===== src/design/psc_pkg.sv =====
package psc_pkg;

	// ==========================================================
	// field layout and widths
	// ==========================================================
	// request-command field width
	localparam int REQ_CMD_W = 5;
	// request-command value driven while idle (active low, all inactive)
	localparam logic [4:0] REQ_CMD_IDLE = 5'h1F;

	// ==========================================================
	// timing
	// ==========================================================
	// clock rate in kHz and period in ns
	localparam int CLK_KHZ = 20000;
	localparam int CLK_PERIOD_NS = 50;
	// least time power-good must stay high before boot is allowed, in ns
	localparam int PG_SETTLE_NS = 1000;
	// same time in clock cycles, rounded up (20 cycles)
	localparam int PG_SETTLE_CYC = (PG_SETTLE_NS + CLK_PERIOD_NS - 1) / CLK_PERIOD_NS;
	// width of the power-good settle counter
	localparam int PG_CNT_W = 6;

	// ==========================================================
	// machine-check configuration bit positions
	// ==========================================================
	localparam int MCK_EN_BIT = 0;	// global enable
	localparam int MCK_INT_BIT = 1;	// assert on internal error
	localparam int MCK_INIT_BIT = 2;	// assert as initiator on observed error
	localparam int MCK_CFG_W = 3;

	// ==========================================================
	// carriers
	// ==========================================================
	// machine-check configuration word
	typedef struct packed {
		logic initErr;	// assert as initiator after observed error
		logic intErr;	// assert on internal error
		logic enable;	// global enable
	} psc_mck_cfg_t;

	// error events from the core, one-cycle pulses, same clock
	typedef struct packed {
		logic internalErr;	// internal fault detected
		logic initiatorErr;	// error seen in a transaction we started
		logic observedErr;	// error seen in any bus transaction
	} psc_err_evt_t;

	// bus-side request from the core
	typedef struct packed {
		logic       valid;	// a transaction starts this cycle
		logic       locked;	// part of a locked sequence
		logic       lastLocked;	// final transaction of the locked sequence
		logic [4:0] cmd;	// transaction type, active high
	} psc_req_t;

	// sequencing states
	typedef enum logic [1:0] {
		PSC_OFF,
		PSC_SETTLE,
		PSC_RUN,
		PSC_HALT
	} psc_state_t;

endpackage


===== src/design/psc_sideband.sv =====
`timescale 1ns/10ps
// What this block does
// - Shared machine-check line, any agent drives
// - Machine-check conditions configurable, incl. enable
// - Internal error drives machine-check with internal-error
// - Initiator asserts machine-check after observed error
// - Any observed bus error asserts machine-check
// - Boot only with second strap low
// - Newer configuration needs first strap low
// - Drive thermal alarm when sensor hits maximum
// - External alarm activates thermal control circuit
// - Circuit stays active until alarm released
// - Owner drives five-bit request command field
// - Internal error held until next reset
// - Lock held from first locked command, released as the last one launches
module psc_sideband (
	input  wire logic                    mclk,
	input  wire logic                    nrst,
	// configuration and status from the core, same clock
	input  wire psc_pkg::psc_mck_cfg_t   mckCfg,
	input  wire psc_pkg::psc_err_evt_t   errEvt,
	input  wire logic                    newerRegCfg,
	input  wire logic                    tccEnable,
	input  wire logic                    sensorAtMax,
	input  wire logic                    ownsBus,
	input  wire psc_pkg::psc_req_t       coreReq,
	// pins from outside
	input  wire logic                    power_good_in,
	input  wire logic [1:0]              platform_support_straps,
	input  wire logic                    machine_check_error_n_in,
	input  wire logic                    thermal_alarm_n_in,
	input  wire logic                    priority_bus_request_n,
	input  wire logic                    lock_n_in,
	// pins to outside
	output logic                         machine_check_error_n_out,
	output logic                         machine_check_error_n_oe,
	output logic                         thermal_alarm_n_out,
	output logic                         thermal_alarm_n_oe,
	output logic                         internal_error_n,
	output logic                         lock_n_out,
	output logic                         lock_n_oe,
	output logic [4:0]                   request_cmd_n,
	output logic                         request_cmd_oe,
	output logic                         address_strobe_first_n,
	// status to the core
	output logic                         bootAllowed,
	output logic                         bootRefused,
	output logic                         tccActive,
	output logic                         mckSeen,
	output logic                         priorityHeld
);

	// ==========================================================
	// reset release
	// ==========================================================
	// reset released through two flops, asserted at once
	logic [1:0] rstSync_reg;
	logic       rstN;

	always_ff @(posedge mclk or negedge nrst) begin
		if (!nrst) begin
			rstSync_reg <= 2'h0;
		end else begin
			rstSync_reg <= {rstSync_reg[0], 1'b1};
		end
	end
	assign rstN = rstSync_reg[1];

	// ==========================================================
	// pin synchronisers
	// ==========================================================
	// six asynchronous pins, each through two flops
	localparam int NSYNC = 6;
	logic [NSYNC-1:0] pinRaw;
	logic [NSYNC-1:0] syncA_reg;	// first stage, read only by second stage
	logic [NSYNC-1:0] syncB_reg;	// usable copy
	logic             pgS;
	logic [1:0]       strapS;
	logic             mckInS;
	logic             alarmInS;
	logic             lockInS;

	localparam logic [NSYNC-1:0] SYNC_IDLE = 6'h3E;	// idle levels, so no false event after reset
	assign pinRaw = {lock_n_in, thermal_alarm_n_in, machine_check_error_n_in,
		platform_support_straps, power_good_in};

	genvar gi;
	generate
		for (gi = 0; gi < NSYNC; gi++) begin : gSync
			always_ff @(posedge mclk or negedge rstN) begin
				if (!rstN) begin
					syncA_reg[gi] <= SYNC_IDLE[gi];
					syncB_reg[gi] <= SYNC_IDLE[gi];
				end else begin
					syncA_reg[gi] <= pinRaw[gi];
					syncB_reg[gi] <= syncA_reg[gi];
				end
			end
		end
	endgenerate

	assign pgS      = syncB_reg[0];
	assign strapS   = syncB_reg[2:1];
	assign mckInS   = syncB_reg[3];
	assign alarmInS = syncB_reg[4];
	assign lockInS  = syncB_reg[5];

	// ==========================================================
	// boot gating from power-good and straps
	// ==========================================================
	// strap check shared by the state machine and the refusal flag
	function automatic logic strapsOk(input logic [1:0] s, input logic newer);
		// first strap only for newer part
		strapsOk = !s[1] && (!newer || !s[0]);
	endfunction

	psc_pkg::psc_state_t state_reg, state_next;
	logic [psc_pkg::PG_CNT_W-1:0] pgCnt_reg, pgCnt_next;
	logic bootRefused_reg, bootRefused_next;
	logic bootAllowed_reg, bootAllowed_next;	// kept in a flop so the output is registered

	// power-good must stay high for the settle time before boot
	always_comb begin
		state_next = state_reg;
		pgCnt_next = pgCnt_reg;
		bootRefused_next = bootRefused_reg;
		unique case (state_reg)
			psc_pkg::PSC_OFF: begin
				pgCnt_next = '0;
				if (pgS) begin
					state_next = psc_pkg::PSC_SETTLE;
				end
			end
			psc_pkg::PSC_SETTLE: begin
				if (!pgS) begin
					state_next = psc_pkg::PSC_OFF;
				end else if (pgCnt_reg == psc_pkg::PG_CNT_W'(psc_pkg::PG_SETTLE_CYC - 1)) begin
					// straps judged once power is settled
					if (strapsOk(strapS, newerRegCfg)) begin
						state_next = psc_pkg::PSC_RUN;
						bootRefused_next = 1'b0;
					end else begin
						state_next = psc_pkg::PSC_HALT;
						bootRefused_next = 1'b1;
					end
				end else begin
					pgCnt_next = pgCnt_reg + 1'b1;
				end
			end
			psc_pkg::PSC_RUN, psc_pkg::PSC_HALT: begin
				if (!pgS) begin
					state_next = psc_pkg::PSC_OFF;
				end
			end
		endcase
		bootAllowed_next = (state_next == psc_pkg::PSC_RUN);
	end

	always_ff @(posedge mclk or negedge rstN) begin
		if (!rstN) begin
			state_reg       <= psc_pkg::PSC_OFF;
			pgCnt_reg       <= '0;
			bootRefused_reg <= 1'b0;
			bootAllowed_reg <= 1'b0;
		end else begin
			state_reg       <= state_next;
			pgCnt_reg       <= pgCnt_next;
			bootRefused_reg <= bootRefused_next;
			bootAllowed_reg <= bootAllowed_next;
		end
	end

	// ==========================================================
	// internal error and machine-check
	// ==========================================================
	logic ierrN_reg, ierrN_next;
	logic mckDrive_reg, mckDrive_next;
	logic mckSeen_reg, mckSeen_next;

	// machine-check drive is a level that follows this cycle's events
	always_comb begin
		ierrN_next = ierrN_reg & !errEvt.internalErr;
		mckDrive_next = 1'b0;
		if (mckCfg.enable) begin
			if (mckCfg.intErr && errEvt.internalErr) begin
				mckDrive_next = 1'b1;
			end
			if (mckCfg.initErr && errEvt.initiatorErr) begin
				mckDrive_next = 1'b1;
			end
			if (errEvt.observedErr) begin
				mckDrive_next = 1'b1;
			end
		end
		mckSeen_next = !mckInS;
	end

	always_ff @(posedge mclk or negedge rstN) begin
		if (!rstN) begin
			ierrN_reg    <= 1'b1;
			mckDrive_reg <= 1'b0;
			mckSeen_reg  <= 1'b0;
		end else begin
			ierrN_reg    <= ierrN_next;
			mckDrive_reg <= mckDrive_next;
			mckSeen_reg  <= mckSeen_next;
		end
	end

	// ==========================================================
	// thermal alarm and control circuit
	// ==========================================================
	logic alarmDrive_reg, alarmDrive_next;
	logic tcc_reg, tcc_next;
	logic [1:0] drvDly_reg, drvDly_next;	// own drive aged to match the pin synchroniser

	// the aged copy masks the echo of our own drive that the synchroniser still shows
	always_comb begin
		alarmDrive_next = sensorAtMax;
		drvDly_next = {drvDly_reg[0], alarmDrive_reg};
		tcc_next = 1'b0;
		if (tccEnable) begin
			tcc_next = sensorAtMax || (!alarmInS && !drvDly_reg[1]);
		end
	end

	always_ff @(posedge mclk or negedge rstN) begin
		if (!rstN) begin
			alarmDrive_reg <= 1'b0;
			tcc_reg        <= 1'b0;
			drvDly_reg     <= 2'h0;
		end else begin
			alarmDrive_reg <= alarmDrive_next;
			tcc_reg        <= tcc_next;
			drvDly_reg     <= drvDly_next;
		end
	end

	// ==========================================================
	// request command, lock and priority hold-off
	// ==========================================================
	logic       lock_reg, lock_next;
	logic       reqOe_reg, reqOe_next;
	logic [4:0] reqN_reg, reqN_next;
	logic       strobeN_reg, strobeN_next;
	logic       prioHeld_reg, prioHeld_next;
	logic       prioS_reg;

	// priority request is a pin; sample it twice too
	logic prioA_reg;
	always_ff @(posedge mclk or negedge rstN) begin
		if (!rstN) begin
			prioA_reg <= 1'b1;
			prioS_reg <= 1'b1;
		end else begin
			prioA_reg <= priority_bus_request_n;
			prioS_reg <= prioA_reg;
		end
	end

	// command and strobe are launched together from one edge
	always_comb begin
		lock_next = lock_reg;
		reqOe_next = 1'b0;
		reqN_next = psc_pkg::REQ_CMD_IDLE;
		strobeN_next = 1'b1;
		if (ownsBus && coreReq.valid && state_reg == psc_pkg::PSC_RUN) begin
			reqOe_next = 1'b1;
			reqN_next = ~coreReq.cmd;
			strobeN_next = 1'b0;
			if (coreReq.locked) begin
				lock_next = !coreReq.lastLocked;
			end
		end
		if (!ownsBus) begin
			lock_next = 1'b0;
		end
		prioHeld_next = !prioS_reg && (lock_next || !lockInS);
	end

	always_ff @(posedge mclk or negedge rstN) begin
		if (!rstN) begin
			lock_reg     <= 1'b0;
			reqOe_reg    <= 1'b0;
			reqN_reg     <= psc_pkg::REQ_CMD_IDLE;
			strobeN_reg  <= 1'b1;
			prioHeld_reg <= 1'b0;
		end else begin
			lock_reg     <= lock_next;
			reqOe_reg    <= reqOe_next;
			reqN_reg     <= reqN_next;
			strobeN_reg  <= strobeN_next;
			prioHeld_reg <= prioHeld_next;
		end
	end

	// ==========================================================
	// outputs, straight from flops except the three pin levels tied low
	// ==========================================================
	// open-drain style: drive low while enabled
	assign machine_check_error_n_out = 1'b0;
	assign machine_check_error_n_oe  = mckDrive_reg;
	assign thermal_alarm_n_out       = 1'b0;
	assign thermal_alarm_n_oe        = alarmDrive_reg;
	assign internal_error_n          = ierrN_reg;
	assign lock_n_out                = 1'b0;
	assign lock_n_oe                 = lock_reg;
	assign request_cmd_n             = reqN_reg;
	assign request_cmd_oe            = reqOe_reg;
	assign address_strobe_first_n    = strobeN_reg;
	assign bootAllowed               = bootAllowed_reg;
	assign bootRefused               = bootRefused_reg;
	assign tccActive                 = tcc_reg;
	assign mckSeen                   = mckSeen_reg;
	assign priorityHeld              = prioHeld_reg;

endmodule


===== config.mk =====
export PLATFORM = sky130hd
export DESIGN_NAME = psc_sideband
export DESIGN_NICKNAME = d
export VERILOG_FILES = /design/src/design/psc_pkg.sv /design/src/design/psc_sideband.sv
export SDC_FILE = /design/constraint.sdc
export NUM_CORES = 1
export LEC_CHECK = 0
export BUFFER_PORTS_ARGS = -buffer_cell sky130_fd_sc_hd__buf_2
export CAP_MARGIN = 25
export CORE_UTILIZATION = 53
export DETAILED_ROUTE_END_ITERATION = 16
export MAX_ROUTING_LAYER = met4
export PLACE_DENSITY_LB_ADDON = 0.2
export RECOVER_POWER = 25
export SLEW_MARGIN = 20
export SYNTH_ARGS = -nofsm -noshare
export SYNTH_HDL_FRONTEND = slang
export SYNTH_SLANG_ARGS = --single-unit

===== constraint.sdc =====
create_clock -name mclk -period 4.38 [get_ports mclk]
set_clock_uncertainty 0.2 [all_clocks]
set_input_delay 0.438 -clock mclk [delete_from_list [all_inputs] [get_ports mclk]]
set_output_delay 0.438 -clock mclk [all_outputs]
set_load 0.02 [all_outputs]

==> results of run 1 <==
==> metrics by stage <==
stage          power [mW]  std cells    util  worst slack, ps
2_1_floorplan      0.4391        111       -             2799
3_3_place_gp       0.4555        179  0.6720             2728
3_5_place_dp       0.4579        179  0.6720             2672
4_1_cts            0.7161        200  0.7558             2638
5_1_grt            0.7383        201  0.7578             1749
6_report           0.7099        201  0.7578             2210
==> cell usage after synthesis, drive strengths merged, types with 3 or more instances <==
library cell  number  area (sq um)
o21ai              3         15.01
a21oi              5         28.78
nor2               6         22.52
nand2             11         41.29
inv                5         18.76
buf                4         33.78
dfrtp             23         575.6
nor2b              3         18.77
dfstp             19         499.2
==> path summary, 6_finish.rpt <==
| kind | startpoint | end | cells past startpoint |
|---|---|---|---|
| min in group asynchronous | nrst | rstSync_reg[0] | 2 |
| min reg2reg | syncA_reg[3] | mckInS | 0 |
| max in group mclk | state_reg[1] | lock_n_oe | 4 |
| max reg2reg | rstSync_reg[1] | mckSeen | 1 |
| max | rstSync_reg[1] | mckSeen | 1 |
| min | errEvt[2] | internal_error_n | 2 |
==> cells in the final DEF (no fill, tap or decap), types with 3 or more instances in the layout <==
cell type	count
nand2_1	11
dfrtp_1	23
clkbuf_1	3
a21oi_1	4
dlygate4sd3_1	14
buf_2	41
nor2b_1	3
conb_1	4
dfstp_2	19
inv_1	4
nor2_1	6
clkbuf_4	5
==> kinds of logic (layout without fill, tap and decap cells) <==
logic type      Yosys count  in the layout  share of synthesized area
flops                    42             42                     0.7164
simple gates             33             33                     0.1351
compound gates           19             19                    0.08590
buf+inv                  10             70                    0.03752
other cells               2              4                   0.005006
xor+xnor                  2              2                    0.01168
fa+ha+maj                 1              1                   0.008339
==> cell type report <==
| class | instances | share of cell area |
|---|---|---|
| Multi-Input combinational cell | 59 | 0.1936 |
| Clock buffer | 7 | 0.02830 |
| Sequential cell | 42 | 0.5524 |
| Inverter | 5 | 0.009646 |
| Clock inverter | 1 | 0.01543 |
| Tap cell | 30 | 0.01929 |
| Timing Repair Buffer | 57 | 0.1813 |
==> report_power, final <==
part	switching [mW]	internal, mW	leakage [nW]
Sequential	0.00716	0.405	0.489
Combinational	0.0246	0.0230	0.343
Clock	0.114	0.136	0.0455
Total	0.145	0.565	0.878
==> metal layers <==
metal  up-vias  wire length (microns)
li1        482                      -
met1       499                    940
met2        44                   1364
met3        10                    143
met4         0                     78
met5         -                      0
==> what timing repair did <==
action | 4_1_cts | 5_1_grt
setup buffers | 0 | 0
hold buffers | 13 | 1
endpoints found under the hold margin | 14 | 1
==> impl_metrics.csv, run 1 <==
group,metric,value,unit
power_and_ir_drop,vdd_drop_max,396.5,uV
final_layout,synthToLayoutAreaGrowth,29.69,%
cts,cts_resized,0,
job,maxCapViolations,1,
floorplanning,die_width,55.20,microns
floorplanning,io_pins,46,
yosys,syn_inst,109,
routing,num_vias,1035,
grt,grt_pass1_vias,1007,
power_and_ir_drop,p_per_area,364.9,nW/um^2
grt,grt_pass1_wl,4.119,mm
timing,worst_hold_slack,26.96,ps
grt,antenna_found_initial,0,
power_and_ir_drop,leakagePower,0.8776,nW
setup_path,rrSetupSlack,2210,ps
cts,tritoncts,"done",
setup_path,crit_family,"buffers and inverters",
yosys,synth.avg_cell_area,13.76,sq um
timing,setup_tns,0,ps
setup_path,critPathSlowestCell,"clkbuf_1",
routing,antenna_left,0,
yosys,ys_types,34,
placed_design,gp_congestion,0.9116,
grt,use_met1,0.1895,
yosys,ys.flop_type,"dfrtp_1",
run_status,status,"finished with violations",
yosys,ys_ff_latch,42,
yosys,synthArstFlopShare,1.000,
timing,worst_pin_slew,1915,ps
final_layout,regArea,1075,sq um
routing,drt_iter0_drc,30,
grt,grtUsageMet2,0.3167,
timing,finalSetupViolCount,0,
yosys,seq_area_frac_synth,0.7164,
timing,fmax,460.9,MHz
setup_path,crit_required,4280,ps
floorplanning,start_util,0.5843,
final_layout,final_cell_area,1946,sq um
floorplanning,die_h,55.20,microns
setup_path,path_cells,"clkbuf_1",
timing,final_max_slew_viol_count,41,
setup_path,cp_num_buf_inv,1,
floorplanning,num_rows,18,
run_status,violations,"max-capacitance violations, max-slew violations",
cts,clk_pin_slew,110,ps
setup_path,crit_path_end_kind,"asynchronous set/reset pin",
routing,route.detailed.drc,0,
setup_path,critPathMaxFanout,40,
final_layout,multiInputGateArea,376.6,sq um
routing,dr.pass1.iters,4,
placed_design,io_buffers,42,
cts,h-tree-depth,2,
timing,final-hold-violation-count,0,
timing,rsz0062_at_grt,"false",
grt,grt-busiest-layer,"met2",
final_layout,nets,198,
setup_path,worst_path_largest_cell_delay,1380,ps
placed_design,dpl-instance-area,1725,sq um
timing,period_share,0.4954,
cts,clk-insertion-delay-late,350,ps
final_layout,fill_cells,175,
yosys,synth_edf_count,0,
final_layout,drive_above_1_share,0.4211,
routing,viasPerCell,5.149,
floorplanning,core,2567,sq um
timing,max_slew_margin,-0.2766,
timing,period_needed,2170,ps
cts,cts_buffer_depth,2,
routing,wl,2.526,mm
setup_path,critPathKind,"reg2async",
final_layout,diodes,0,
yosys,syn_area,1500,sq um
cts,cts_buffers,5,
grt,grt-ovfl-total,0,
cts,clock-root-buffer,"clkbuf_4",
grt,grt_util_all_layers,0.1895,
yosys,yosys_warnings,0,
routing,wl_per_cell,12.57,microns
setup_path,start_kind,"register",
min_path,hold_class,"in2reg",
grt,grt_max_degree,41,
cts,cts.sinks,42,
grt,met3_usage,0.07026,
setup_path,arrival,2070,ps
placed_design,hpwl,1.640,mm
floorplanning,dieArea,3047,sq um
Note: power is estimated with default switching activity, not from simulation.
==> inputs of run 2 (changes only) <==
Settings changed: ABC_AREA set to 1, CORE_UTILIZATION 53 to 50.
Clock period 4.38 ns to 2 ns, I/O delays scaled along.
==> run 2 against run 1 <==
The run ends with design-rule violations left. Sequential cell count unchanged. Global-route usage increased by 3.5 points. Critical path type is now in2reg. Largest power group unchanged. Worst setup slack got worse by 2000 ps. Hold slack improved by 16 ps. Non-clock buffer count increased by 13. Largest cell class unchanged. Power increased by 110%. Combinational power increased to 2.6 times the previous value. Critical endpoint is now machine_check_error_n_oe. First-iteration DRC count increased by 80%. Highest routed layer unchanged.
==> impl_metrics.csv, run 2 <==
group,metric,value,unit
yosys,ys_types,24,
routing,wl,3.041,mm
routing,antenna_left,0,
routing,dr.pass1.iters,10,
floorplanning,dieArea,3304,sq um
routing,viasPerCell,4.768,
final_layout,multiInputGateArea,381.6,sq um
final_layout,synthToLayoutAreaGrowth,38.13,%
min_path,min_from,"coreReq[5]",
floorplanning,num_rows,19,
timing,rsz0062_at_grt,"false",
run_status,status,"finished with violations",
floorplanning,die_width,57.48,microns
placed_design,hpwl,1.786,mm
floorplanning,start_util,0.5440,
yosys,syn_inst,142,
setup_path,arrival,1820,ps
grt,antenna_found_initial,0,
yosys,synthArstFlopShare,1.000,
final_layout,drive_above_1_share,0.3699,
cts,tritoncts,"done",
routing,num_vias,1192,
timing,fmax,563.3,MHz
setup_path,crit_path_end_kind,"register",
job,maxCapViolations,0,
yosys,synth_top_cell_by_area,"dfrtp_1",
setup_path,crit_required,2050,ps
timing,final-hold-violation-count,0,
final_layout,regArea,1075,sq um
grt,grt_util_all_layers,0.2242,
setup_path,crit_start,"errEvt[2]",
final_layout,diodes,0,
floorplanning,io_pins,46,
floorplanning,die_h,57.48,microns
timing,max_slew_margin,0.6121,
placed_design,io_buffers,42,
yosys,synthTopCellsByCount,"nand2_1 (38), dfrtp_1 (23), dfstp_2 (19)",
grt,grt_pass1_vias,1225,
yosys,yosysMostFrequentCell,"nand2_1",
cts,cts_buffer_depth,2,
routing,route.detailed.drc,3,
run_status,violations,"design-rule violations",
yosys,seq_area_frac_synth,0.6984,
setup_path,critPathKind,"in2reg",
routing,drt_iter0_drc,54,
setup_path,critPathMaxFanout,2,
timing,finalSetupViolCount,0,
power_and_ir_drop,vdd_drop_max,584.0,uV
cts,cts_buffers,5,
final_layout,final_cell_area,2126,sq um
setup_path,r2r-start,"state_reg[0]",
power_and_ir_drop,p_per_area,687.8,nW/um^2
final_layout,mostFrequentLayoutCell,"buf_2",
setup_path,start_kind,"input pin",
yosys,synth_edf_count,0,
timing,period_needed,1775,ps
yosys,synth_top_area_share,0.3740,
placed_design,gp_congestion,0.9143,
grt,grt_max_degree,28,
grt,grt_pass1_wl,5.257,mm
yosys,yosys-top-cells-area,"dfrtp_1 (37%), dfstp_2 (32%), nand2_1 (9.3%)",
yosys,syn_area,1539,sq um
cts,cts.sinks,42,
timing,final_max_slew_viol_count,0,
cts,cts_resized,0,
placed_design,dpl-instance-area,1793,sq um
final_layout,fill_cells,181,
routing,wl_per_cell,12.16,microns
power_and_ir_drop,leakagePower,1.062,nW
final_layout,nets,246,
cts,clock-root-buffer,"clkbuf_4",
cts,h-tree-depth,2,
timing,period_share,0.8877,
final_layout,utilization,0.7514,
timing,worst_pin_slew,581.9,ps
cts,clk_pin_slew,120,ps
yosys,ys.flop_type,"dfrtp_1",
timing,setup_tns,0,ps
yosys,yosys_warnings,0,
floorplanning,core,2829,sq um
yosys,ys_ff_latch,42,
grt,grt-ovfl-total,0,
min_path,hold_class,"in2reg",
cts,clk-insertion-delay-late,340,ps
final_layout,final_cell_mix,"buf_2 (41), nand2_1 (38), dlygate4sd3_1 (27), dfrtp_1 (23), dfstp_2 (19)",
yosys,synth.avg_cell_area,10.84,sq um
[run 2: kinds of logic after synthesis]
group                      Yosys count  synth area share
other                                2          0.004880
buffers and inverters               21           0.05853
and+or+nand+nor                     66            0.1878
AOI/OAI and AO/OA                   10           0.04228
adders and majority gates            1          0.008129
DFF                                 42            0.6984
[run 2: final cells by class]
type / instances / area share
sequential: 42 / 0.5056
timing repair buffer: 70 / 0.2348
multi-input combinational: 81 / 0.1795
inverter: 18 / 0.03178
clock buffer: 6 / 0.02413
tap: 31 / 0.01825
clock inverter: 2 / 0.005886
[run 2: per-stage QoR]
stage,power (mW),setup slack (ps),instances,hold WS (ps)
after global placement,1.007,522.5,215,-215.1
final,1.462,224.7,250,42.65
after floorplan,0.9679,572.3,144,-295.6
after detailed placement,1.013,411.0,215,-214.3
after global routing,1.526,154.3,250,61.92
after CTS,1.474,286.8,250,36.34
[run 2: power by group]
part	leakage, nW	switching, mW	internal, mW
clock network	0.0343	0.259	0.169
registers	0.495	0.0205	0.889
logic	0.533	0.0594	0.0657
total	1.06	0.339	1.12
[run 2: worst max-delay path: stages]
cell,delay [ps]
dlygate4sd3_1,530
buf_2,130
a22o_1,190
o21ai_0,150
dlygate4sd3_1,570
inv_1,50
[run 2: layer usage]
| metal | track usage | routed length, microns |
|---|---|---|
| met5 | - | 0 |
| met2 | 0.3837 | 1656 |
| met4 | 0.07666 | 62 |
| met1 | 0.2508 | 1180 |
| met3 | 0.06349 | 142 |
[run 2: repair_timing]
item,CTS,global route
hold endpoints to repair,23,0
hold buffers,27,0
buffers inserted,0,0
[run 2: path summary, 6_finish.rpt]
path	slack, ps	cells after the start	endpoint
worst max-delay path	220	6	machine_check_error_n_oe
worst min-delay path	40	6	lock_n_oe
worst min register to register	50	0	thermal_alarm_n_oe
max in group asynchronous	940	3	rstSync_reg[1]
worst max register to register	310	5	request_cmd_n[1]
min in group asynchronous	50	0	thermal_alarm_n_oe
==> inputs of run 3 (changes only) <==
Settings changed: ABC_AREA 1 to not set, CORE_UTILIZATION 50 to 49, RECOVER_POWER 25 to 100.
==> run 3 against run 2 <==
The flow still finishes with violations (design-rule violations). Non-clock buffer count fell by 3. Combinational power shrank 6%. Critical path depth decreased by 1. Register-to-register slack about the same. Hold slack got worse by 17 ps. Largest power group unchanged. Highest routed layer unchanged.
==> impl_metrics.csv, run 3 (same netlist as run 1, synthesis figures left out) <==
group,metric,value,unit
cts,clk-insertion-delay-late,340,ps
timing,setup_tns,0,ps
timing,final_max_slew_viol_count,0,
setup_path,worst_path_largest_cell_delay,430,ps
power_and_ir_drop,leakagePower,0.8664,nW
timing,finalSetupViolCount,0,
setup_path,crit_path_end_kind,"register",
grt,grt_pass1_wl,5.009,mm
run_status,violations,"design-rule violations",
setup_path,path_cells,"ha_1, nand4bb_2, or2_2, a22oi_1, o21ai_0",
cts,cts_buffer_depth,2,
floorplanning,start_util,0.5303,
floorplanning,io_pins,46,
final_layout,synthToLayoutAreaGrowth,33.28,%
setup_path,crit_required,2040,ps
cts,cts_resized,0,
cts,cts_hold_buf,23,
grt,antenna_found_initial,0,
grt,grt_util_all_layers,0.2173,
cts,h-tree-depth,2,
cts,clk_pin_slew,120,ps
final_layout,mostFrequentLayoutCell,"buf_2",
cts,cts_buffers,5,
routing,antenna_left,0,
job,maxCapViolations,0,
placed_design,dp_slack,345.7,ps
routing,drt_iter0_drc,42,
placed_design,hpwl,1.706,mm
routing,wl_per_cell,14.21,microns
setup_path,rrSetupSlack,300,ps
setup_path,crit_family,"simple AND/OR/NAND/NOR gates",
run_status,status,"finished with violations",
placed_design,gp_congestion,0.8448,
timing,period_share,0.8484,
timing,rsz0062_at_grt,"false",
timing,max_slew_margin,0.4904,
setup_path,critPathMaxFanout,5,
placed_design,place_inst,181,
timing,worst_pin_slew,764.5,ps
setup_path,arrival,1730,ps
final_layout,fill_cells,207,
floorplanning,die_h,57.33,microns
routing,wl,3.013,mm
cts,clock-root-buffer,"clkbuf_4",
power_and_ir_drop,p_per_area,773.1,nW/um^2
cts,post-cts-setup-buffers,0,
routing,dr.pass1.iters,10,
floorplanning,core,2829,sq um
timing,fin_ws,303.3,ps
routing,route.detailed.drc,4,
placed_design,io_buffers,42,
final_layout,fin_cells,212,
setup_path,start_kind,"register",
grt,grt-ovfl-total,0,
final_layout,utilization,0.7068,
cts,cts.sinks,42,
routing,num_vias,1073,
final_layout,final_cell_mix,"buf_2 (24), dfrtp_1 (23), dlygate4sd3_1 (23), clkbuf_1 (20), dfstp_2 (19)",
timing,fmax,589.4,MHz
setup_path,cp_num_buf_inv,0,
floorplanning,num_rows,19,
setup_path,critPathKind,"reg2reg",
grt,grt_pass1_vias,1133,
floorplanning,die_width,57.33,microns
routing,viasPerCell,5.061,
power_and_ir_drop,vdd_drop_max,562.3,uV
timing,final-hold-violation-count,0,
final_layout,nets,208,
final_layout,diodes,0,
cts,tritoncts,"done",
min_path,hold_class,"reg2async",
final_layout,drive_above_1_share,0.3039,
floorplanning,dieArea,3287,sq um
grt,grt_max_degree,34,
setup_path,critPathSlowestCell,"dfrtp_1",
timing,period_needed,1697,ps
run 3: layout make-up:
type                    count  area [sq um]  area share
multi-input cells          59         361.6      0.1809
flip-flops and latches     42          1075      0.5375
repair buffers             67         426.7      0.2134
clock inverters             2         37.54     0.01877
clock buffers               6         41.29     0.02065
inverters                   5         18.77    0.009387
well taps                  31         38.79     0.01940
run 3: worst paths after layout:
kind / start / depth (start not counted) / endpoint
worst max-delay path: pgCnt_reg[0] / 5 / pgCnt_reg[2]
worst min-delay path: rstSync_reg[1] / 0 / internal_error_n
worst max register to register: pgCnt_reg[0] / 5 / pgCnt_reg[2]
worst min register to register: rstSync_reg[1] / 0 / internal_error_n
max in group asynchronous: rstSync_reg[1] / 1 / priorityHeld
min in group mclk: newerRegCfg / 3 / bootRefused
run 3: layer usage:
metal  part of all wire  global-route usage  vias up
met5                  0                   -        -
met2               0.57              0.3832       28
met1               0.39              0.2383      532
li1                   -                   -      508
met4              0.014             0.09756        0
met3              0.031             0.04082        5
run 3: where the power goes:
group	internal (mW)	switching [mW]	leakage, nW
clock	0.264	0.260	0.0385
combinational	0.0601	0.0565	0.339
sequential	0.888	0.0171	0.489
total	1.21	0.334	0.866
run 3: metrics by stage:
step                      hold slack [ps]  power (mW)  instance area, sq um
final                               25.24       1.546                  1999
after global routing                28.67       1.597                  1999
after CTS                           75.16       1.561                  2056
after detailed placement           -210.8       1.006                  1747
after global placement             -215.0       1.001                  1747
after floorplan                    -295.6      0.9617                  1508
